$ cat config.mk
export PLATFORM = sky130hd
export DESIGN_NAME = hotplug_strap_gpio_mux
export DESIGN_NICKNAME = d
export VERILOG_FILES = /design/src/rtl/hotplug_mux_pkg.sv /design/src/rtl/strap_sampler.sv /design/src/rtl/gpio_pin_cell.sv /design/src/rtl/hotplug_strap_gpio_mux.sv
export SDC_FILE = /design/constraint.sdc
export NUM_CORES = 1
export LEC_CHECK = 0
export ABC_CLOCK_PERIOD_IN_PS = 1700
export BUFFER_PORTS_ARGS = -buffer_cell sky130_fd_sc_hd__buf_2
export CAP_MARGIN = 25
export CORE_MARGIN = 3
export CORE_UTILIZATION = 45
export CTS_CLUSTER_DIAMETER = 120
export DETAILED_ROUTE_END_ITERATION = 10
export HOLD_SLACK_MARGIN = 0.12
export PLACE_DENSITY_LB_ADDON = 0.3
export SYNTH_ARGS = -nofsm -noshare
export SYNTH_HDL_FRONTEND = slang
export SYNTH_SLANG_ARGS = --single-unit
$ cat constraint.sdc
create_clock -name mclk -period 1.7 [get_ports mclk]
set_input_delay 0.255 -clock mclk [delete_from_list [all_inputs] [get_ports mclk]]
set_output_delay 0.255 -clock mclk [all_outputs]
set_load 0.05 [all_outputs]
$ cat src/rtl/hotplug_mux_pkg.sv
package hotplug_mux_pkg;

  // ==========================================================
  // Pin and port geometry
  // ==========================================================
  localparam int unsigned NUM_GPIO = 19;
  localparam int unsigned NUM_PORTS = 3;
  localparam int unsigned GROUP_A_WIDTH = 8;
  localparam int unsigned GROUP_B_WIDTH = 8;
  localparam int unsigned GROUP_C_WIDTH = 3;
  localparam int unsigned GROUP_B_FIRST = 8;
  localparam int unsigned GROUP_C_FIRST = 16;

  // First pin claimed by each downstream port's hot-plug strap
  localparam int unsigned PORT1_BASE_PIN = 0;
  localparam int unsigned PORT2_BASE_PIN = 4;
  localparam int unsigned PORT3_BASE_PIN = 8;

  // Position of each slot signal within a port's three pins
  localparam int unsigned ROLE_PRESENCE = 0;
  localparam int unsigned ROLE_POWER_ON = 1;
  localparam int unsigned ROLE_POWER_GOOD = 2;
  localparam int unsigned PINS_PER_PORT = 3;

  // ==========================================================
  // Register map (byte addresses on the APB)
  // ==========================================================
  localparam int unsigned ADDR_W = 8;
  localparam logic [7:0] OFS_GPIO_CTRL_A = 8'h00;
  localparam logic [7:0] OFS_GPIO_CTRL_B = 8'h04;
  localparam logic [7:0] OFS_GPIO_CTRL_C = 8'h08;
  localparam logic [7:0] OFS_GPIO_DATA = 8'h0c;
  localparam logic [7:0] OFS_STRAP_STATUS = 8'h10;
  localparam logic [7:0] OFS_CLOCK_REQ = 8'h14;
  localparam logic [7:0] OFS_EEPROM_WIRE = 8'h18;

  // Field positions
  localparam int unsigned STAT_STRAP_LSB = 0;
  localparam int unsigned STAT_PRESENCE_LSB = 4;
  localparam int unsigned STAT_POWER_GOOD_LSB = 8;
  localparam int unsigned CLKREQ_SW_BIT = 0;
  localparam int unsigned CLKREQ_LINK_BIT = 1;
  localparam int unsigned EE_SCL_BIT = 0;
  localparam int unsigned EE_SDA_LOW_BIT = 1;
  localparam int unsigned EE_SDA_IN_BIT = 2;

  // Reset values
  localparam logic [7:0] RST_GPIO_CTRL_A = 8'h00;
  localparam logic [7:0] RST_GPIO_CTRL_B = 8'h00;
  localparam logic [2:0] RST_GPIO_CTRL_C = 3'h0;
  localparam logic [18:0] RST_GPIO_DATA = 19'h00000;
  localparam logic RST_CLKREQ_SW = 1'b0;
  localparam logic RST_EE_SCL = 1'b1;
  localparam logic RST_EE_SDA_LOW = 1'b0;

endpackage

$ cat src/rtl/strap_sampler.sv
`timescale 1ns/1ps
`default_nettype none

// Catches one strap level on the first clock after reset is released
// and keeps it until the next reset.
module strap_sampler
(
  input wire logic mclk,
  input wire logic reset,
  input wire logic strap_in,
  output logic strap_q
);

  typedef struct packed {
    logic armed;
    logic value;
  } sampler_state_t;

  sampler_state_t cur_q;
  sampler_state_t nxt_d;

  // ==========================================================
  // Capture at release, ignore later strap movement
  // ==========================================================
  always_comb
  begin
    nxt_d = cur_q;
    if (reset)
    begin
      nxt_d.armed = 1'b1;
      nxt_d.value = 1'b0;
    end
    else if (cur_q.armed)
    begin
      nxt_d.armed = 1'b0;
      nxt_d.value = strap_in;
    end
  end

  // Reset is synchronous, so the strap is never loaded under reset
  always_ff @(posedge mclk)
  begin
    cur_q <= nxt_d;
  end

  assign strap_q = cur_q.value;

endmodule

`default_nettype wire

$ cat src/rtl/gpio_pin_cell.sv
`timescale 1ns/1ps
`default_nettype none

// One general-purpose pin: either the register-driven path or a
// hot-plug role chosen by the port's strap.
module gpio_pin_cell
(
  input wire logic hp_claim,
  input wire logic hp_drives,
  input wire logic hp_value,
  input wire logic gpio_dir_out,
  input wire logic gpio_value,
  input wire logic pin_in,
  output logic pin_out_d,
  output logic pin_oe_n_d,
  output logic gpio_read,
  output logic hp_read
);

  // ==========================================================
  // Function select
  // ==========================================================
  always_comb
  begin
    if (hp_claim)
    begin
      pin_out_d = hp_drives ? hp_value : 1'b0;
      pin_oe_n_d = ~hp_drives;
      gpio_read = 1'b0;
      hp_read = hp_drives ? 1'b0 : pin_in;
    end
    else
    begin
      pin_out_d = gpio_dir_out ? gpio_value : 1'b0;
      pin_oe_n_d = ~gpio_dir_out;
      gpio_read = pin_in;
      hp_read = 1'b0;
    end
  end

endmodule

`default_nettype wire

$ cat src/rtl/hotplug_strap_gpio_mux.sv
// The APB register port and the register offsets were decided locally.
`timescale 1ns/1ps
`default_nettype none

// Notes on behaviour
// - Port 1 strap high at release gives pins 0..2 to hot-plug.
// - Port 2 strap high at release gives pins 4..6 to hot-plug.
// - Port 3 strap high at release gives pins 8..10 to hot-plug.
// - Lowest pin presence, middle power-on, highest power-good.
// - Strap low at release leaves the pins as ordinary GPIO.
// - Pins 0..7 follow control register A unless claimed.
// - Pins 8..15 follow control register B unless claimed.
// - Pins 16..18 follow control register C; no hot-plug role.
// - Clock request goes low to ask upstream to restore clock.
// - Global reset returns everything, straps too, to initial state.
// - EEPROM clock is output only; data line is bidirectional.
// - Fundamental reset low holds reset; its rise samples straps.
module hotplug_strap_gpio_mux
#(
  parameter int unsigned NUM_GPIO = hotplug_mux_pkg::NUM_GPIO
)
(
  input wire logic mclk,
  input wire logic reset,
  input wire logic fundamental_reset_n,
  input wire logic global_power_on_reset_n,
  input wire logic port1_hotplug_strap,
  input wire logic port2_hotplug_strap,
  input wire logic port3_hotplug_strap,
  input wire logic psel,
  input wire logic penable,
  input wire logic pwrite,
  input wire logic [hotplug_mux_pkg::ADDR_W-1:0] paddr,
  input wire logic [31:0] pwdata,
  input wire logic [3:0] pstrb,
  output logic [31:0] prdata,
  output logic pready,
  output logic pslverr,
  input wire logic [NUM_GPIO-1:0] gpio_in,
  output logic [NUM_GPIO-1:0] gpio_out,
  output logic [NUM_GPIO-1:0] gpio_oe_n,
  input wire logic [2:0] slot_power_on,
  output logic [2:0] slot_presence,
  output logic [2:0] slot_power_good,
  input wire logic link_clock_needed,
  output logic upstream_clock_request_n,
  output logic eeprom_scl,
  input wire logic eeprom_sda_in,
  output logic eeprom_sda_out,
  output logic eeprom_sda_oe_n
);

  // ==========================================================
  // State
  // ==========================================================
  typedef struct packed {
    logic [7:0] ctrl_a;
    logic [7:0] ctrl_b;
    logic [2:0] ctrl_c;
    logic [NUM_GPIO-1:0] gpio_data;
    logic clkreq_sw;
    logic ee_scl;
    logic ee_sda_low;
    logic bus_ready;
    logic bus_err;
    logic [31:0] bus_rdata;
    logic [NUM_GPIO-1:0] pin_out;
    logic [NUM_GPIO-1:0] pin_oe_n;
    logic [2:0] presence;
    logic [2:0] power_good;
    logic clkreq_n;
  } mux_state_t;

  mux_state_t cur_q;
  mux_state_t nxt_d;

  logic sys_reset;
  logic [2:0] strap_q;
  logic [2:0] strap_raw;
  logic [NUM_GPIO-1:0] dir_out;
  logic [NUM_GPIO-1:0] hp_claim;
  logic [NUM_GPIO-1:0] hp_drives;
  logic [NUM_GPIO-1:0] hp_value;
  logic [NUM_GPIO-1:0] pin_out_d;
  logic [NUM_GPIO-1:0] pin_oe_n_d;
  logic [NUM_GPIO-1:0] gpio_read;
  logic [NUM_GPIO-1:0] hp_read;
  logic [2:0] presence_d;
  logic [2:0] power_good_d;
  logic access;
  logic wr_done;

  // ==========================================================
  // Reset sources
  // ==========================================================
  // Any of the three sources puts the whole block in reset; the
  // first clock edge after the last one releases is the strap sample point.
  // combined reset
  assign sys_reset = reset | ~fundamental_reset_n | ~global_power_on_reset_n;

  // ==========================================================
  // Strap capture, one per downstream port
  // ==========================================================
  assign strap_raw = {port3_hotplug_strap, port2_hotplug_strap,
                      port1_hotplug_strap};

  genvar gp;
  generate
    for (gp = 0; gp < hotplug_mux_pkg::NUM_PORTS; gp++)
    begin : g_strap
      strap_sampler u_strap
      (
        .mclk(mclk),
        .reset(sys_reset),
        .strap_in(strap_raw[gp]),
        .strap_q(strap_q[gp])
      );
    end
  endgenerate

  // ==========================================================
  // Pin ownership
  // ==========================================================
  // Direction bits of the three control registers laid end to end.
  // group control
  assign dir_out = {cur_q.ctrl_c, cur_q.ctrl_b, cur_q.ctrl_a};

  // Which pins a captured strap claims, and which role each takes.
  // Only the power-on role is driven by the device; presence and
  // power-good are slot inputs.
  always_comb
  begin
    hp_claim = '0;
    hp_drives = '0;
    hp_value = '0;
    if (strap_q[0])
    begin
      hp_claim[hotplug_mux_pkg::PORT1_BASE_PIN +: 3] = 3'h7;
    end
    if (strap_q[1])
    begin
      hp_claim[hotplug_mux_pkg::PORT2_BASE_PIN +: 3] = 3'h7;
    end
    if (strap_q[2])
    begin
      hp_claim[hotplug_mux_pkg::PORT3_BASE_PIN +: 3] = 3'h7;
    end
    hp_drives[hotplug_mux_pkg::PORT1_BASE_PIN +
              hotplug_mux_pkg::ROLE_POWER_ON] = 1'b1;
    hp_drives[hotplug_mux_pkg::PORT2_BASE_PIN +
              hotplug_mux_pkg::ROLE_POWER_ON] = 1'b1;
    hp_drives[hotplug_mux_pkg::PORT3_BASE_PIN +
              hotplug_mux_pkg::ROLE_POWER_ON] = 1'b1;
    hp_value[hotplug_mux_pkg::PORT1_BASE_PIN +
             hotplug_mux_pkg::ROLE_POWER_ON] = slot_power_on[0];
    hp_value[hotplug_mux_pkg::PORT2_BASE_PIN +
             hotplug_mux_pkg::ROLE_POWER_ON] = slot_power_on[1];
    hp_value[hotplug_mux_pkg::PORT3_BASE_PIN +
             hotplug_mux_pkg::ROLE_POWER_ON] = slot_power_on[2];
  end

  genvar gi;
  generate
    for (gi = 0; gi < NUM_GPIO; gi++)
    begin : g_pin
      gpio_pin_cell u_cell
      (
        .hp_claim(hp_claim[gi]),
        .hp_drives(hp_drives[gi]),
        .hp_value(hp_value[gi]),
        .gpio_dir_out(dir_out[gi]),
        .gpio_value(cur_q.gpio_data[gi]),
        .pin_in(gpio_in[gi]),
        .pin_out_d(pin_out_d[gi]),
        .pin_oe_n_d(pin_oe_n_d[gi]),
        .gpio_read(gpio_read[gi]),
        .hp_read(hp_read[gi])
      );
    end
  endgenerate

  // Slot inputs gathered per port; zero when the port is not strapped
  // presence and power-good
  assign presence_d = {
    hp_read[hotplug_mux_pkg::PORT3_BASE_PIN + hotplug_mux_pkg::ROLE_PRESENCE],
    hp_read[hotplug_mux_pkg::PORT2_BASE_PIN + hotplug_mux_pkg::ROLE_PRESENCE],
    hp_read[hotplug_mux_pkg::PORT1_BASE_PIN + hotplug_mux_pkg::ROLE_PRESENCE]
  };
  assign power_good_d = {
    hp_read[hotplug_mux_pkg::PORT3_BASE_PIN +
            hotplug_mux_pkg::ROLE_POWER_GOOD],
    hp_read[hotplug_mux_pkg::PORT2_BASE_PIN +
            hotplug_mux_pkg::ROLE_POWER_GOOD],
    hp_read[hotplug_mux_pkg::PORT1_BASE_PIN +
            hotplug_mux_pkg::ROLE_POWER_GOOD]
  };

  // ==========================================================
  // APB handshake
  // ==========================================================
  // One wait state: the first access cycle computes the answer, the
  // next edge sees pready high and commits the write. Registered
  // outputs cost a cycle but keep every bus output off a gate path.
  assign access = psel & penable & ~cur_q.bus_ready;
  assign wr_done = psel & penable & cur_q.bus_ready & pwrite;

  // Byte-lane merge of a write into a register value
  function automatic logic [31:0] merge_lanes(
    input logic [31:0] old_val,
    input logic [31:0] new_val,
    input logic [3:0] lanes
  );
    logic [31:0] res;
    res = old_val;
    for (int b = 0; b < 4; b++)
    begin
      if (lanes[b])
      begin
        res[b*8 +: 8] = new_val[b*8 +: 8];
      end
    end
    return res;
  endfunction

  // Read mux and decode error
  function automatic logic [32:0] read_word(
    input mux_state_t st,
    input logic [7:0] addr,
    input logic [NUM_GPIO-1:0] pins,
    input logic [2:0] straps,
    input logic link_need,
    input logic sda
  );
    logic [32:0] r;
    r = '0;
    unique case (addr)
      hotplug_mux_pkg::OFS_GPIO_CTRL_A: r[7:0] = st.ctrl_a;
      hotplug_mux_pkg::OFS_GPIO_CTRL_B: r[7:0] = st.ctrl_b;
      hotplug_mux_pkg::OFS_GPIO_CTRL_C: r[2:0] = st.ctrl_c;
      hotplug_mux_pkg::OFS_GPIO_DATA: r[NUM_GPIO-1:0] = pins;
      hotplug_mux_pkg::OFS_STRAP_STATUS:
      begin
        r[hotplug_mux_pkg::STAT_STRAP_LSB +: 3] = straps;
        r[hotplug_mux_pkg::STAT_PRESENCE_LSB +: 3] = st.presence;
        r[hotplug_mux_pkg::STAT_POWER_GOOD_LSB +: 3] = st.power_good;
      end
      hotplug_mux_pkg::OFS_CLOCK_REQ:
      begin
        r[hotplug_mux_pkg::CLKREQ_SW_BIT] = st.clkreq_sw;
        r[hotplug_mux_pkg::CLKREQ_LINK_BIT] = link_need;
      end
      hotplug_mux_pkg::OFS_EEPROM_WIRE:
      begin
        r[hotplug_mux_pkg::EE_SCL_BIT] = st.ee_scl;
        r[hotplug_mux_pkg::EE_SDA_LOW_BIT] = st.ee_sda_low;
        r[hotplug_mux_pkg::EE_SDA_IN_BIT] = sda;
      end
      default: r[32] = 1'b1;
    endcase
    return r;
  endfunction

  // ==========================================================
  // Next state
  // ==========================================================
  always_comb
  begin
    logic [32:0] rd;
    logic [31:0] wv;
    rd = '0;
    wv = '0;
    nxt_d = cur_q;

    // Bus answer
    rd = read_word(cur_q, paddr, gpio_read, strap_q, link_clock_needed,
                   eeprom_sda_in);
    nxt_d.bus_ready = access;
    nxt_d.bus_err = access & rd[32];
    nxt_d.bus_rdata = (access & ~pwrite) ? rd[31:0] : 32'h00000000;

    // Register writes land on the completing edge only
    if (wr_done)
    begin
      unique case (paddr)
        hotplug_mux_pkg::OFS_GPIO_CTRL_A:
        begin
          wv = merge_lanes({24'h000000, cur_q.ctrl_a}, pwdata, pstrb);
          nxt_d.ctrl_a = wv[7:0];
        end
        hotplug_mux_pkg::OFS_GPIO_CTRL_B:
        begin
          wv = merge_lanes({24'h000000, cur_q.ctrl_b}, pwdata, pstrb);
          nxt_d.ctrl_b = wv[7:0];
        end
        hotplug_mux_pkg::OFS_GPIO_CTRL_C:
        begin
          wv = merge_lanes({29'h00000000, cur_q.ctrl_c}, pwdata, pstrb);
          nxt_d.ctrl_c = wv[2:0];
        end
        hotplug_mux_pkg::OFS_GPIO_DATA:
        begin
          wv = merge_lanes({13'h0000, cur_q.gpio_data}, pwdata, pstrb);
          nxt_d.gpio_data = wv[NUM_GPIO-1:0];
        end
        hotplug_mux_pkg::OFS_CLOCK_REQ:
        begin
          if (pstrb[0])
          begin
            nxt_d.clkreq_sw = pwdata[hotplug_mux_pkg::CLKREQ_SW_BIT];
          end
        end
        hotplug_mux_pkg::OFS_EEPROM_WIRE:
        begin
          if (pstrb[0])
          begin
            nxt_d.ee_scl = pwdata[hotplug_mux_pkg::EE_SCL_BIT];
            nxt_d.ee_sda_low = pwdata[hotplug_mux_pkg::EE_SDA_LOW_BIT];
          end
        end
        default: nxt_d.ctrl_a = cur_q.ctrl_a;
      endcase
    end

    // Pin and slot outputs, registered so the pads never glitch
    nxt_d.pin_out = pin_out_d;
    nxt_d.pin_oe_n = pin_oe_n_d;
    nxt_d.presence = presence_d;
    nxt_d.power_good = power_good_d;

    nxt_d.clkreq_n = ~(cur_q.clkreq_sw | link_clock_needed);

    if (sys_reset)
    begin
      nxt_d.ctrl_a = hotplug_mux_pkg::RST_GPIO_CTRL_A;
      nxt_d.ctrl_b = hotplug_mux_pkg::RST_GPIO_CTRL_B;
      nxt_d.ctrl_c = hotplug_mux_pkg::RST_GPIO_CTRL_C;
      nxt_d.gpio_data = hotplug_mux_pkg::RST_GPIO_DATA;
      nxt_d.clkreq_sw = hotplug_mux_pkg::RST_CLKREQ_SW;
      nxt_d.ee_scl = hotplug_mux_pkg::RST_EE_SCL;
      nxt_d.ee_sda_low = hotplug_mux_pkg::RST_EE_SDA_LOW;
      nxt_d.bus_ready = 1'b0;
      nxt_d.bus_err = 1'b0;
      nxt_d.bus_rdata = 32'h00000000;
      nxt_d.pin_out = '0;
      nxt_d.pin_oe_n = '1;
      nxt_d.presence = 3'h0;
      nxt_d.power_good = 3'h0;
      nxt_d.clkreq_n = 1'b1;
    end
  end

  // Single state register
  always_ff @(posedge mclk)
  begin
    cur_q <= nxt_d;
  end

  // ==========================================================
  // Outputs
  // ==========================================================
  assign prdata = cur_q.bus_rdata;
  assign pready = cur_q.bus_ready;
  assign pslverr = cur_q.bus_err;
  assign gpio_out = cur_q.pin_out;
  assign gpio_oe_n = cur_q.pin_oe_n;
  assign slot_presence = cur_q.presence;
  assign slot_power_good = cur_q.power_good;
  assign upstream_clock_request_n = cur_q.clkreq_n;

  // clock out only, data open drain
  assign eeprom_scl = cur_q.ee_scl;
  assign eeprom_sda_out = 1'b0;
  assign eeprom_sda_oe_n = ~cur_q.ee_sda_low;

endmodule

`default_nettype wire

# Yosys cells after proc, flatten, opt, wreduce, memory -nomap -nowiden
# Cells that the tools add are included.
dict set report word_totals {
  register_bits 126
  inputBits 78
  out_inout_bits 82
  wordCells 167
}
dict set report op_classes {
  eq_ne 6
  mux 28
  bitwise_logic 42
  reduce_logical 40
}
# operator count
set ops {}
lappend ops {{$reduce_or A2 Y1} 23}
lappend ops {{$not A1 Y1} 33}
lappend ops {{$eq A8 B5 Y1 const B} 3}
lappend ops {{$reduce_and A3 Y1} 8}
lappend ops {{$reduce_or A3 Y1} 7}
lappend ops {{$mux W1} 19}
lappend ops {{$eq A8 B4 Y1 const B} 2}
lappend ops {{$pmux W2 S7} 1}
lappend ops {{$pmux W3 S4} 1}
lappend ops {{$mux W3} 3}
lappend ops {{$eq A8 B3 Y1 const B} 1}
lappend ops {{$logic_not A8 Y1} 1}
lappend ops {{$reduce_or A7 Y1} 1}
lappend ops {{$and A1 B1 Y1} 6}
lappend ops {{$pmux W1 S3} 2}
lappend ops {{$pmux W1 S6} 1}
lappend ops {{$pmux W3 S2} 1}
lappend ops {{$or A1 B1 Y1} 3}

# Logic depth before layout (Yosys ltp)
# Gate-level depths: netlist of run 1.
dict set report depth {
  word_depth 5
  ltp_mapped 6
  depth_no_buf 5
}

# Hierarchy
# Synthesis of run 1 repeated with hierarchy kept, for this count alone.
dict set report unflattened {
  cells_unflattened 579
  area_unflattened_um2 5258.8
}
# module instances cells_each area_each_um2 seq_area_each_um2
set modules_own_cells {}
lappend modules_own_cells {hotplug_strap_gpio_mux 1 453 4408.0 2142.1}
lappend modules_own_cells {gpio_pin_cell 19 6 36.3 0.0}
lappend modules_own_cells {strap_sampler 3 4 53.8 40.0}

# Least setup slack after synthesis of run 1
# No wires, ideal clock.
dict set report synth_path {
  path_type {reg2reg}
  start {reg cur_q (netlist bit pready)}
  end {reg cur_q[101] in the netlist's numbering}
  setup_time_ps 72
  t_arrival_ps 1781
  required_ps 1628
  path_slack_ps -153
  path_stages_with_launch 5
  path_buffers 0
  synth_period_minus_slack_ps 1853
  path_cell_list {dfxtp_1 nand4_1 or4_4 nor2_4 mux2i_1}
}
dict set report synth_between {
  elab_chain_cells 3
}
# item line_no
set synth_lines {}
lappend synth_lines {{start: declaration} hotplug_strap_gpio_mux.sv:74} ;# mux_state_t cur_q;
lappend synth_lines {{start signal: assignment} hotplug_strap_gpio_mux.sv:355} ;# cur_q <= nxt_d;
lappend synth_lines {{$and A1 B1 Y1 (2 in series)} hotplug_strap_gpio_mux.sv:205} ;# assign wr_done = psel & penable & cur_q.bus_ready & pwrite;
lappend synth_lines {{$reduce_and A3 Y1 (no line)} -}
# No other way between the ends.
# A chain may end at the register's enable or synchronous reset.

# Worst setup path in the final report of run 1
dict set report layout_path {
  start {reg cur_q (netlist bit pready)}
  end {reg cur_q[102] in the netlist's numbering}
}
# Same word-level chain as after synthesis.

==> results.ini, run 1 <==
[floorplanning]
core-area_um2=9820
placementRows=36
die_y_um=107
ioPinCount=160
initial_core_util_pct=46.3
dieArea_um2=11300
die_x_um=107

[grt]
grt_usage_pct=19.1
grt_pass1_vias=3436
antenna_found_initial=0
grt_max_degree=39
grt_overflow=0
grt_pass1_wl_mm=16.9

[sta]
drv_slew=0
finalSetupViolCount=0
finClkSkew_ns=0.0112
min_period_over_period_pct=92.0
period_needed_ns=1.56
setup_tns_ns=0
max_freq_ghz=0.640
rsz0062_at_grt=false
hold_viol_final=0

[logic_synthesis]
synth_top_area_share_pct=48.9
synth_area_leaders=dfxtp_1 49%, buf_4 13%, mux2i_1 9.0%
synth_top_area_cell=dfxtp_1
synth_seq_cells=111
synth-edff-count=0
postSynthCellCount=471
ys_seq_area_share_pct=48.9
synth_common_cells=111 x dfxtp_1, 77 x buf_4, 53 x nand2_1
synth_ff_type=dfxtp_1
synth.distinct_cells=48
synthArstFlopShare_pct=0
yosys_warnings=0
synth_area_um2=4550
avgSynthCellArea_um2=9.65
synth.most_common_cell=dfxtp_1

[placed_design]
placed_cell_area_um2=5000
io_buffers=131
dp_cells=679
gp_congestion=0.852
hpwl_mm=8.06

[worst_setup_path]
cp-end-kind=flip-flop
critPathRequiredTime_ns=2.00
worst_ep_arrival_time_ns=1.87
crit_cells=4
crit_end=cur_q[102]
path_class=flip-flop to flip-flop
cpPeakStageDelay_ns=0.50
cp_max_fo=6
r2r_start=pready
cp.buffers_inverters=0
worstReg2RegEnd=cur_q[102]
start_kind=flip-flop
r2r_slack_ns=0.14
crit_start=pready
reg2reg_depth=4
critical_path.cell_chain=nand4_1 > or4_4 > nor2_4 > mux2i_1
critical-path-slowest-cell=or4_4
crit_family=simple AND/OR/NAND/NOR gates

[layout]
final.fill_count=941
post_layout_nonfiller_instances=712
area_growth_pct=18.4
final_util_pct=54.8
final_nets=652
diodes=0
drive_gt1_share_pct=33.5
postLayoutCellArea_um2=5380

[power_and_ir_drop]
pwr_density_cell_nw_per_um2=865
ir_worst_vdd_uv=417
leakage_nw=2.51

[cts]
cts_tree=built
cts_root_buf=clkbuf_8
ctsResizeCount=0
htree_levels=3
cts_sinks=111
clk_pin_slew_ns=0.10
clock_path_buffers=2
clk_latency_ns=0.37
cts_buffers=9

[run]
maxCapViolCount=0

[routing]
wire_per_inst_um=15.1
drtPass1Iterations=4
ant_nets=0
drc=0
wirelength_mm=10.8
routed_via_density=4.82
num_vias=3429
drt_iter0_drc=158

[status]
status=complete, no violations

[min_path]
hold_path_class=primary input to flip-flop

-- kinds of logic after synthesis --
kind of cell	synth area share, %
mux	10.0
other cells	0.0825
compound gates	5.48
simple gates	20.1
buf+inv	15.5
flops	48.9
-- worst min path at each step --
stage                      startpoint                        to  cells past startpoint
floorplan           link_clock_needed  upstream_clock_request_n                      1
global placement           cur_q[115]              gpio_oe_n[3]                      1
detailed placement         cur_q[115]              gpio_oe_n[3]                      1
CTS                        pwdata[17]                 cur_q[99]                      3
global route               pwdata[17]                 cur_q[99]                      3
finish                     pwdata[17]                 cur_q[99]                      3
-- flip-flops by register name, indices dropped and copies added, names as in the netlist, 3 cells and up --
| signal | count |
|---|---|
| cur_q | 40 |
| gpio_oe_n | 19 |
| gpio_out | 19 |
| prdata | 19 |
| g_strap.u_strap.strap_q | 3 |
| slot_power_good | 3 |
| slot_presence | 3 |
-- what timing repair did --
action,CTS,global route
endpoints found under the setup margin,0,0
endpoints found under the hold margin,17,0
hold buffers,17,0
buffers inserted,0,0
-- layout make-up --
type / instances / area [um^2] / area share [%]
clock buffer: 11 / 131 / 2.44
clock inverter: 5 / 81.3 / 1.51
inverter: 5 / 18.8 / 0.349
multi-input combinational: 267 / 1670 / 31.0
sequential: 111 / 2220 / 41.3
tap: 133 / 166 / 3.09
timing repair buffer: 180 / 1090 / 20.3
-- report_power, final --
part	leakage, nW	internal (W)	switching, W	total (W)
Combinational	1.51	0.000137	0.000212	0.000350
Clock	0.104	0.000835	0.000863	0.00170
Sequential	0.896	0.00260	0.00000720	0.00261
Total	2.51	0.00358	0.00108	0.00466
-- per-layer routing --
| metal | global-route usage (%) | wire length, um | up-vias |
|---|---|---|---|
| li1 | - | - | 1708 |
| met2 | 31.8 | 5110 | 136 |
| met1 | 24.0 | 4620 | 1571 |
| met3 | 4.55 | 838 | 14 |
| met4 | 7.21 | 184 | 0 |
| met5 | 0 | 0 | - |
-- tightest hold or removal path: cells and delay by family --
| family | cells | cell delay, ns |
|---|---|---|
| buffers and inverters | 1 | 0.10 |
| and+or+nand+nor | 1 | 0.04 |
| AOI/OAI and AO/OA | 1 | 0.06 |
-- placed cells by master (no fill, tap or decap), types with 17 or more instances in the layout --
| cell type | instances |
|---|---|
| buf_4 | 30 |
| dlygate4sd3_1 | 17 |
| mux2i_1 | 41 |
| nor2_1 | 34 |
| dfxtp_1 | 110 |
| nand2_1 | 53 |
| and3_1 | 23 |
| o21ai_0 | 18 |
| buf_2 | 131 |
-- per-stage QoR --
| stage | hold WS (ns) | total power (W) | worst slack (ns) |
|---|---|---|---|
| 2_1_floorplan | 0.355 | 0.00287 | 0.0169 |
| 5_1_grt | 0.123 | 0.00482 | 0.0434 |
| 3_3_place_gp | 0.405 | 0.00299 | -0.0876 |
| 4_1_cts | 0.121 | 0.00469 | 0.144 |
| 3_5_place_dp | 0.405 | 0.00299 | -0.121 |
| 6_report | 0.128 | 0.00466 | 0.137 |
Note: power is estimated with default switching activity, not from simulation.
==> run 2: changes to the inputs <==
--- a/config.mk
+++ b/config.mk
@@ -5,11 +5,11 @@
 export SDC_FILE = /design/constraint.sdc
 export NUM_CORES = 1
 export LEC_CHECK = 0
-export ABC_CLOCK_PERIOD_IN_PS = 1700
+export ABC_CLOCK_PERIOD_IN_PS = 1800
 export BUFFER_PORTS_ARGS = -buffer_cell sky130_fd_sc_hd__buf_2
 export CAP_MARGIN = 25
 export CORE_MARGIN = 3
-export CORE_UTILIZATION = 45
+export CORE_UTILIZATION = 53
 export CTS_CLUSTER_DIAMETER = 120
 export DETAILED_ROUTE_END_ITERATION = 10
 export HOLD_SLACK_MARGIN = 0.12
==> constraint.sdc (replaced) <==
create_clock -name mclk -period 1.8 [get_ports mclk]
set_input_delay 0 -clock mclk [delete_from_list [all_inputs] [get_ports mclk]]
set_output_delay 0 -clock mclk [all_outputs]
set_load 0.05 [all_outputs]
==> results.ini, run 2 (synthesis results as in run 1) <==
[grt]
grt_overflow=0
grt_max_degree=71
grt_usage_pct=22.1
grt_pass1_wl_mm=17.1
grt_pass1_vias=3485
antenna_found_initial=0

[status]
status=complete, no violations

[sta]
rsz0062_at_grt=false
max-slew-margin-rel_pct=59.4
fin_hold_ws_ns=0.125
max_freq_ghz=0.584
period_needed_ns=1.71
finalSetupViolCount=0
worst_slew_pin_slew_ns=0.609
hold_viol_final=0
setup_tns_ns=0
drv_slew=0
finClkSkew_ns=0.00852
min_period_over_period_pct=95.1

[worst_setup_path]
critical_path.cell_chain=buf_2 > dlygate4sd3_1 > nor2_1 > and3_2 > a32oi_1 > nor2_1 > dlygate4sd3_1
path_class=primary input to flip-flop
cpPeakStageDelay_ns=0.58
cp_max_fo=6
critical-path-slowest-cell=dlygate4sd3_1
cp-end-kind=flip-flop
worst_ep_arrival_time_ns=2.03
critPathRequiredTime_ns=2.11
start_kind=primary input

[layout]
final_common_cell=buf_2
largest_reg_flops=40
top_register=cur_q
drive_gt1_share_pct=30.5
final_util_pct=69.0
final_cell_mix=131 x buf_2, 109 x dfxtp_1, 64 x dlygate4sd3_1
final_nets=683
post_layout_nonfiller_instances=715
diodes=0
area_growth_pct=25.3

[power_and_ir_drop]
seq_power_share_pct=55.9
total_power_w=0.00441
power_frac_comb_pct=8.8
internal_power_w=0.00334
pwr_density_cell_nw_per_um2=774
p_switching_w=0.00107
ir_worst_vdd_uv=564
swShare_pct=24.3
leakage_nw=2.63
pwr-share-clk_pct=35.3

[routing]
ant_nets=0
drt_iter0_drc=118
num_vias=3546
wirelength_mm=10.7
wire_per_inst_um=14.9
drtPass1Iterations=4
routed_via_density=4.96
drc=0

[placed_design]
gp_congestion=0.886
io_buffers=131
dp_cells=635
hpwl_mm=7.48

[cts]
clock_path_buffers=2
cts_tree=built
cts_root_buf=clkbuf_8
clk_latency_ns=0.36
cts_sinks=111
cts_buffers=9
htree_levels=3
clk_pin_slew_ns=0.10

[floorplanning]
die_y_um=98.6
placementRows=33
core-area_um2=8260
ioPinCount=160
die_x_um=98.6
dieArea_um2=9720
initial_core_util_pct=55.0

[min_path]
hold_path_class=primary input to flip-flop

[run]
maxCapViolCount=0

[run 2: cell count changes in the layout (fill, tap and decap cells not counted), sizes merged]
cell / change
buf: -16
inv: +3
dlygate4sd3: +47
clkbuf: -1
clkinvlp: -1
bufinv: -1
[run 2: layer usage]
metal  GRT usage [%]  routed length, um  vias up
li1                -                  -     1779
met1            28.0               4740     1635
met2            36.7               5100      119
met3            6.58                678       13
met4            6.41                157        0
met5               0                  0        -
[run 2: power groups by stage]
stage / logic [W] / registers [W] / clock network [W]
floorplan: 0.000192 / 0.00252 / 0
global placement: 0.000284 / 0.00252 / 0
detailed placement: 0.000286 / 0.00252 / 0
CTS: 0.000381 / 0.00247 / 0.00160
global route: 0.000415 / 0.00247 / 0.00170
finish: 0.000388 / 0.00247 / 0.00156
[run 2: critical path, delay by kind of cell]
kind	cells	cell delay, ns
compound gates	1	0.11
buf+inv	3	1.28
simple gates	3	0.62
[run 2: path summary, 6_finish.rpt]
path                                      to  cells past startpoint  slack (ns)                        from
worst max register to register     prdata[1]                      5        0.11  g_strap[1].u_strap.strap_q
worst min-delay path               cur_q[97]                      4        0.12                    pstrb[1]
worst max-delay path              prdata[10]                      7        0.09                    paddr[2]
worst min register to register  gpio_oe_n[6]                      1        0.42                  cur_q[118]
[run 2: per-stage QoR]
| step | instance area, um^2 | worst slack [ns] |
|---|---|---|
| CTS | 5670 | 0.0632 |
| global placement | 4820 | 0.155 |
| finish | 5700 | 0.0887 |
| floorplan | 4600 | 0.167 |
| detailed placement | 4820 | 0.207 |
| global route | 5700 | 0.000145 |
[run 2: final cells by class]
cell class,instances,area (um^2)
clock buffers,10,138
clock inverters,6,73.8
fillers,688,2560
inverters,5,18.8
multi-input cells,267,1690
flip-flops and latches,111,2220
well taps,105,131
repair buffers,211,1420
[run 2: repair_timing]
| action | in CTS | in global routing |
|---|---|---|
| buffers inserted | 0 | 0 |
| setup endpoints to repair | 0 | 5 |
| hold buffers | 64 | 0 |
| gates resized for setup | 0 | 6 |
| endpoints found under the hold margin | 75 | 0 |
==> run 3: changes to the inputs <==
--- a/config.mk
+++ b/config.mk
@@ -5,7 +5,7 @@
 export SDC_FILE = /design/constraint.sdc
 export NUM_CORES = 1
 export LEC_CHECK = 0
-export ABC_CLOCK_PERIOD_IN_PS = 1800
+export ABC_CLOCK_PERIOD_IN_PS = 2200
 export BUFFER_PORTS_ARGS = -buffer_cell sky130_fd_sc_hd__buf_2
 export CAP_MARGIN = 25
 export CORE_MARGIN = 3
==> constraint.sdc (replaced) <==
create_clock -name mclk -period 2.2 [get_ports mclk]
set_input_delay 0 -clock mclk [delete_from_list [all_inputs] [get_ports mclk]]
set_output_delay 0 -clock mclk [all_outputs]
set_load 0.05 [all_outputs]
==> results.ini, run 3 (synthesis results as in run 1) <==
[status]
status=complete, no violations

[grt]
antenna_found_initial=0
grt_pass1_wl_mm=17.4
grt_pass1_vias=3508
grt_max_degree=71
grt_usage_pct=22.4
grt_overflow=0

[worst_setup_path]
r2r_start=pready
reg2reg_depth=6
worst_ep_arrival_time_ns=2.52
start_kind=primary input
cp-end-kind=flip-flop
cp_max_fo=8
r2r_slack_ns=0.23
worstReg2RegEnd=cur_q[93]
path_class=primary input to flip-flop
critPathRequiredTime_ns=2.52

[power_and_ir_drop]
leakage_nw=2.63
seq_power_share_pct=56.4
pwr-share-clk_pct=35.0
internal_power_w=0.00269
p_switching_w=0.000884
ir_worst_vdd_uv=414
power_frac_comb_pct=8.6
pwr_density_cell_nw_per_um2=631
swShare_pct=24.7

[floorplanning]
die_x_um=98.6
placementRows=33
initial_core_util_pct=55.0
dieArea_um2=9720
die_y_um=98.6
ioPinCount=160
core-area_um2=8260

[cts]
cts_buffers=9
clock_path_buffers=2
htree_levels=3
clk_latency_ns=0.38
clk_pin_slew_ns=0.11
cts_tree=built
cts_root_buf=clkbuf_8
cts_sinks=111

[placed_design]
io_buffers=131
place_ws_ns=0.437
hpwl_mm=7.51
gp_congestion=0.911

[min_path]
min_to=cur_q[96]
hold_path_class=primary input to flip-flop
min_path_cells=4
hp-start=pstrb[1]

[routing]
drc=0
ant_nets=0
routed_via_density=5.03
drt_iter0_drc=153
wire_per_inst_um=15.3
drtPass1Iterations=4
wirelength_mm=10.9
num_vias=3586

[layout]
top_register=cur_q
area_growth_pct=24.6
final_nets=681
final_common_cell=buf_2
final_cell_mix=131 x buf_2, 111 x dfxtp_1, 68 x dlygate4sd3_1
largest_reg_flops=40
diodes=0
drive_gt1_share_pct=28.6

[run]
maxCapViolCount=0

[sta]
drv_slew=0
period_needed_ns=2.20
finClkSkew_ns=0.00803
worst_slew_pin_slew_ns=0.617
rsz0062_at_grt=true
finalSetupViolCount=0
hold_viol_final=0
fin_hold_ws_ns=0.128
setup_ws_ns=0.000193
max-slew-margin-rel_pct=58.9
max_freq_ghz=0.455
min_period_over_period_pct=100

-- run 3: area by class of cell --
| class | count | area (um^2) |
|---|---|---|
| Clock buffer | 9 | 124 |
| Inverter | 5 | 18.8 |
| Fill cell | 666 | 2590 |
| Sequential cell | 111 | 2220 |
| Tap cell | 105 | 131 |
| Multi-Input combinational cell | 267 | 1680 |
| Timing Repair Buffer | 209 | 1410 |
| Clock inverter | 7 | 78.8 |
-- run 3: critical path, stage by stage --
cell	delay [ns]
dlygate4sd3_1	0.54
buf_2	0.14
or3_1	0.50
nor4_2	0.39
buf_4	0.18
nand2_1	0.05
a21oi_1	0.15
dlygate4sd3_1	0.56
-- run 3: worst max-delay path by stage --
stage	start	end	slack, ns
global placement	paddr[7]	cur_q[111]	0.47
detailed placement	paddr[7]	cur_q[113]	0.44
CTS	paddr[5]	prdata[1]	0.02
floorplan	pready	cur_q[101]	0.35
global route	paddr[5]	prdata[0]	-0.07
finish	paddr[5]	prdata[1]	0.0002
-- run 3: metrics by stage --
step                instances  total power (W)  instance area, um^2  utilization, %  setup TNS, ns
floorplan                 484          0.00222                 4590               -              0
global placement          628          0.00229                 4770            57.7              0
detailed placement        628          0.00229                 4770            57.7              0
global route              713          0.00369                 5660            68.6         -0.287
finish                    713          0.00357                 5660            68.6              0
CTS                       712          0.00359                 5650            68.4              0
-- run 3: what timing repair did --
item / in CTS / in global routing
endpoints found under the hold margin: 75 / 0
setup endpoints to repair: 0 / 6
gates resized for setup: 0 / 1
hold buffers: 68 / 0
setup buffers: 0 / 1
-- run 3: per-layer routing --
layer,global-route usage (%),wire [um]
met1,29.7,4680
met2,37.5,5310
met3,4.10,788
met4,6.41,104
met5,0,0
-- run 3: power by group through the flow --
stage / clock network, W / registers (W) / logic (W)
floorplan: 0 / 0.00206 / 0.000157
global placement: 0 / 0.00206 / 0.000227
detailed placement: 0 / 0.00206 / 0.000228
CTS: 0.00127 / 0.00202 / 0.000302
global route: 0.00134 / 0.00202 / 0.000329
finish: 0.00125 / 0.00202 / 0.000307
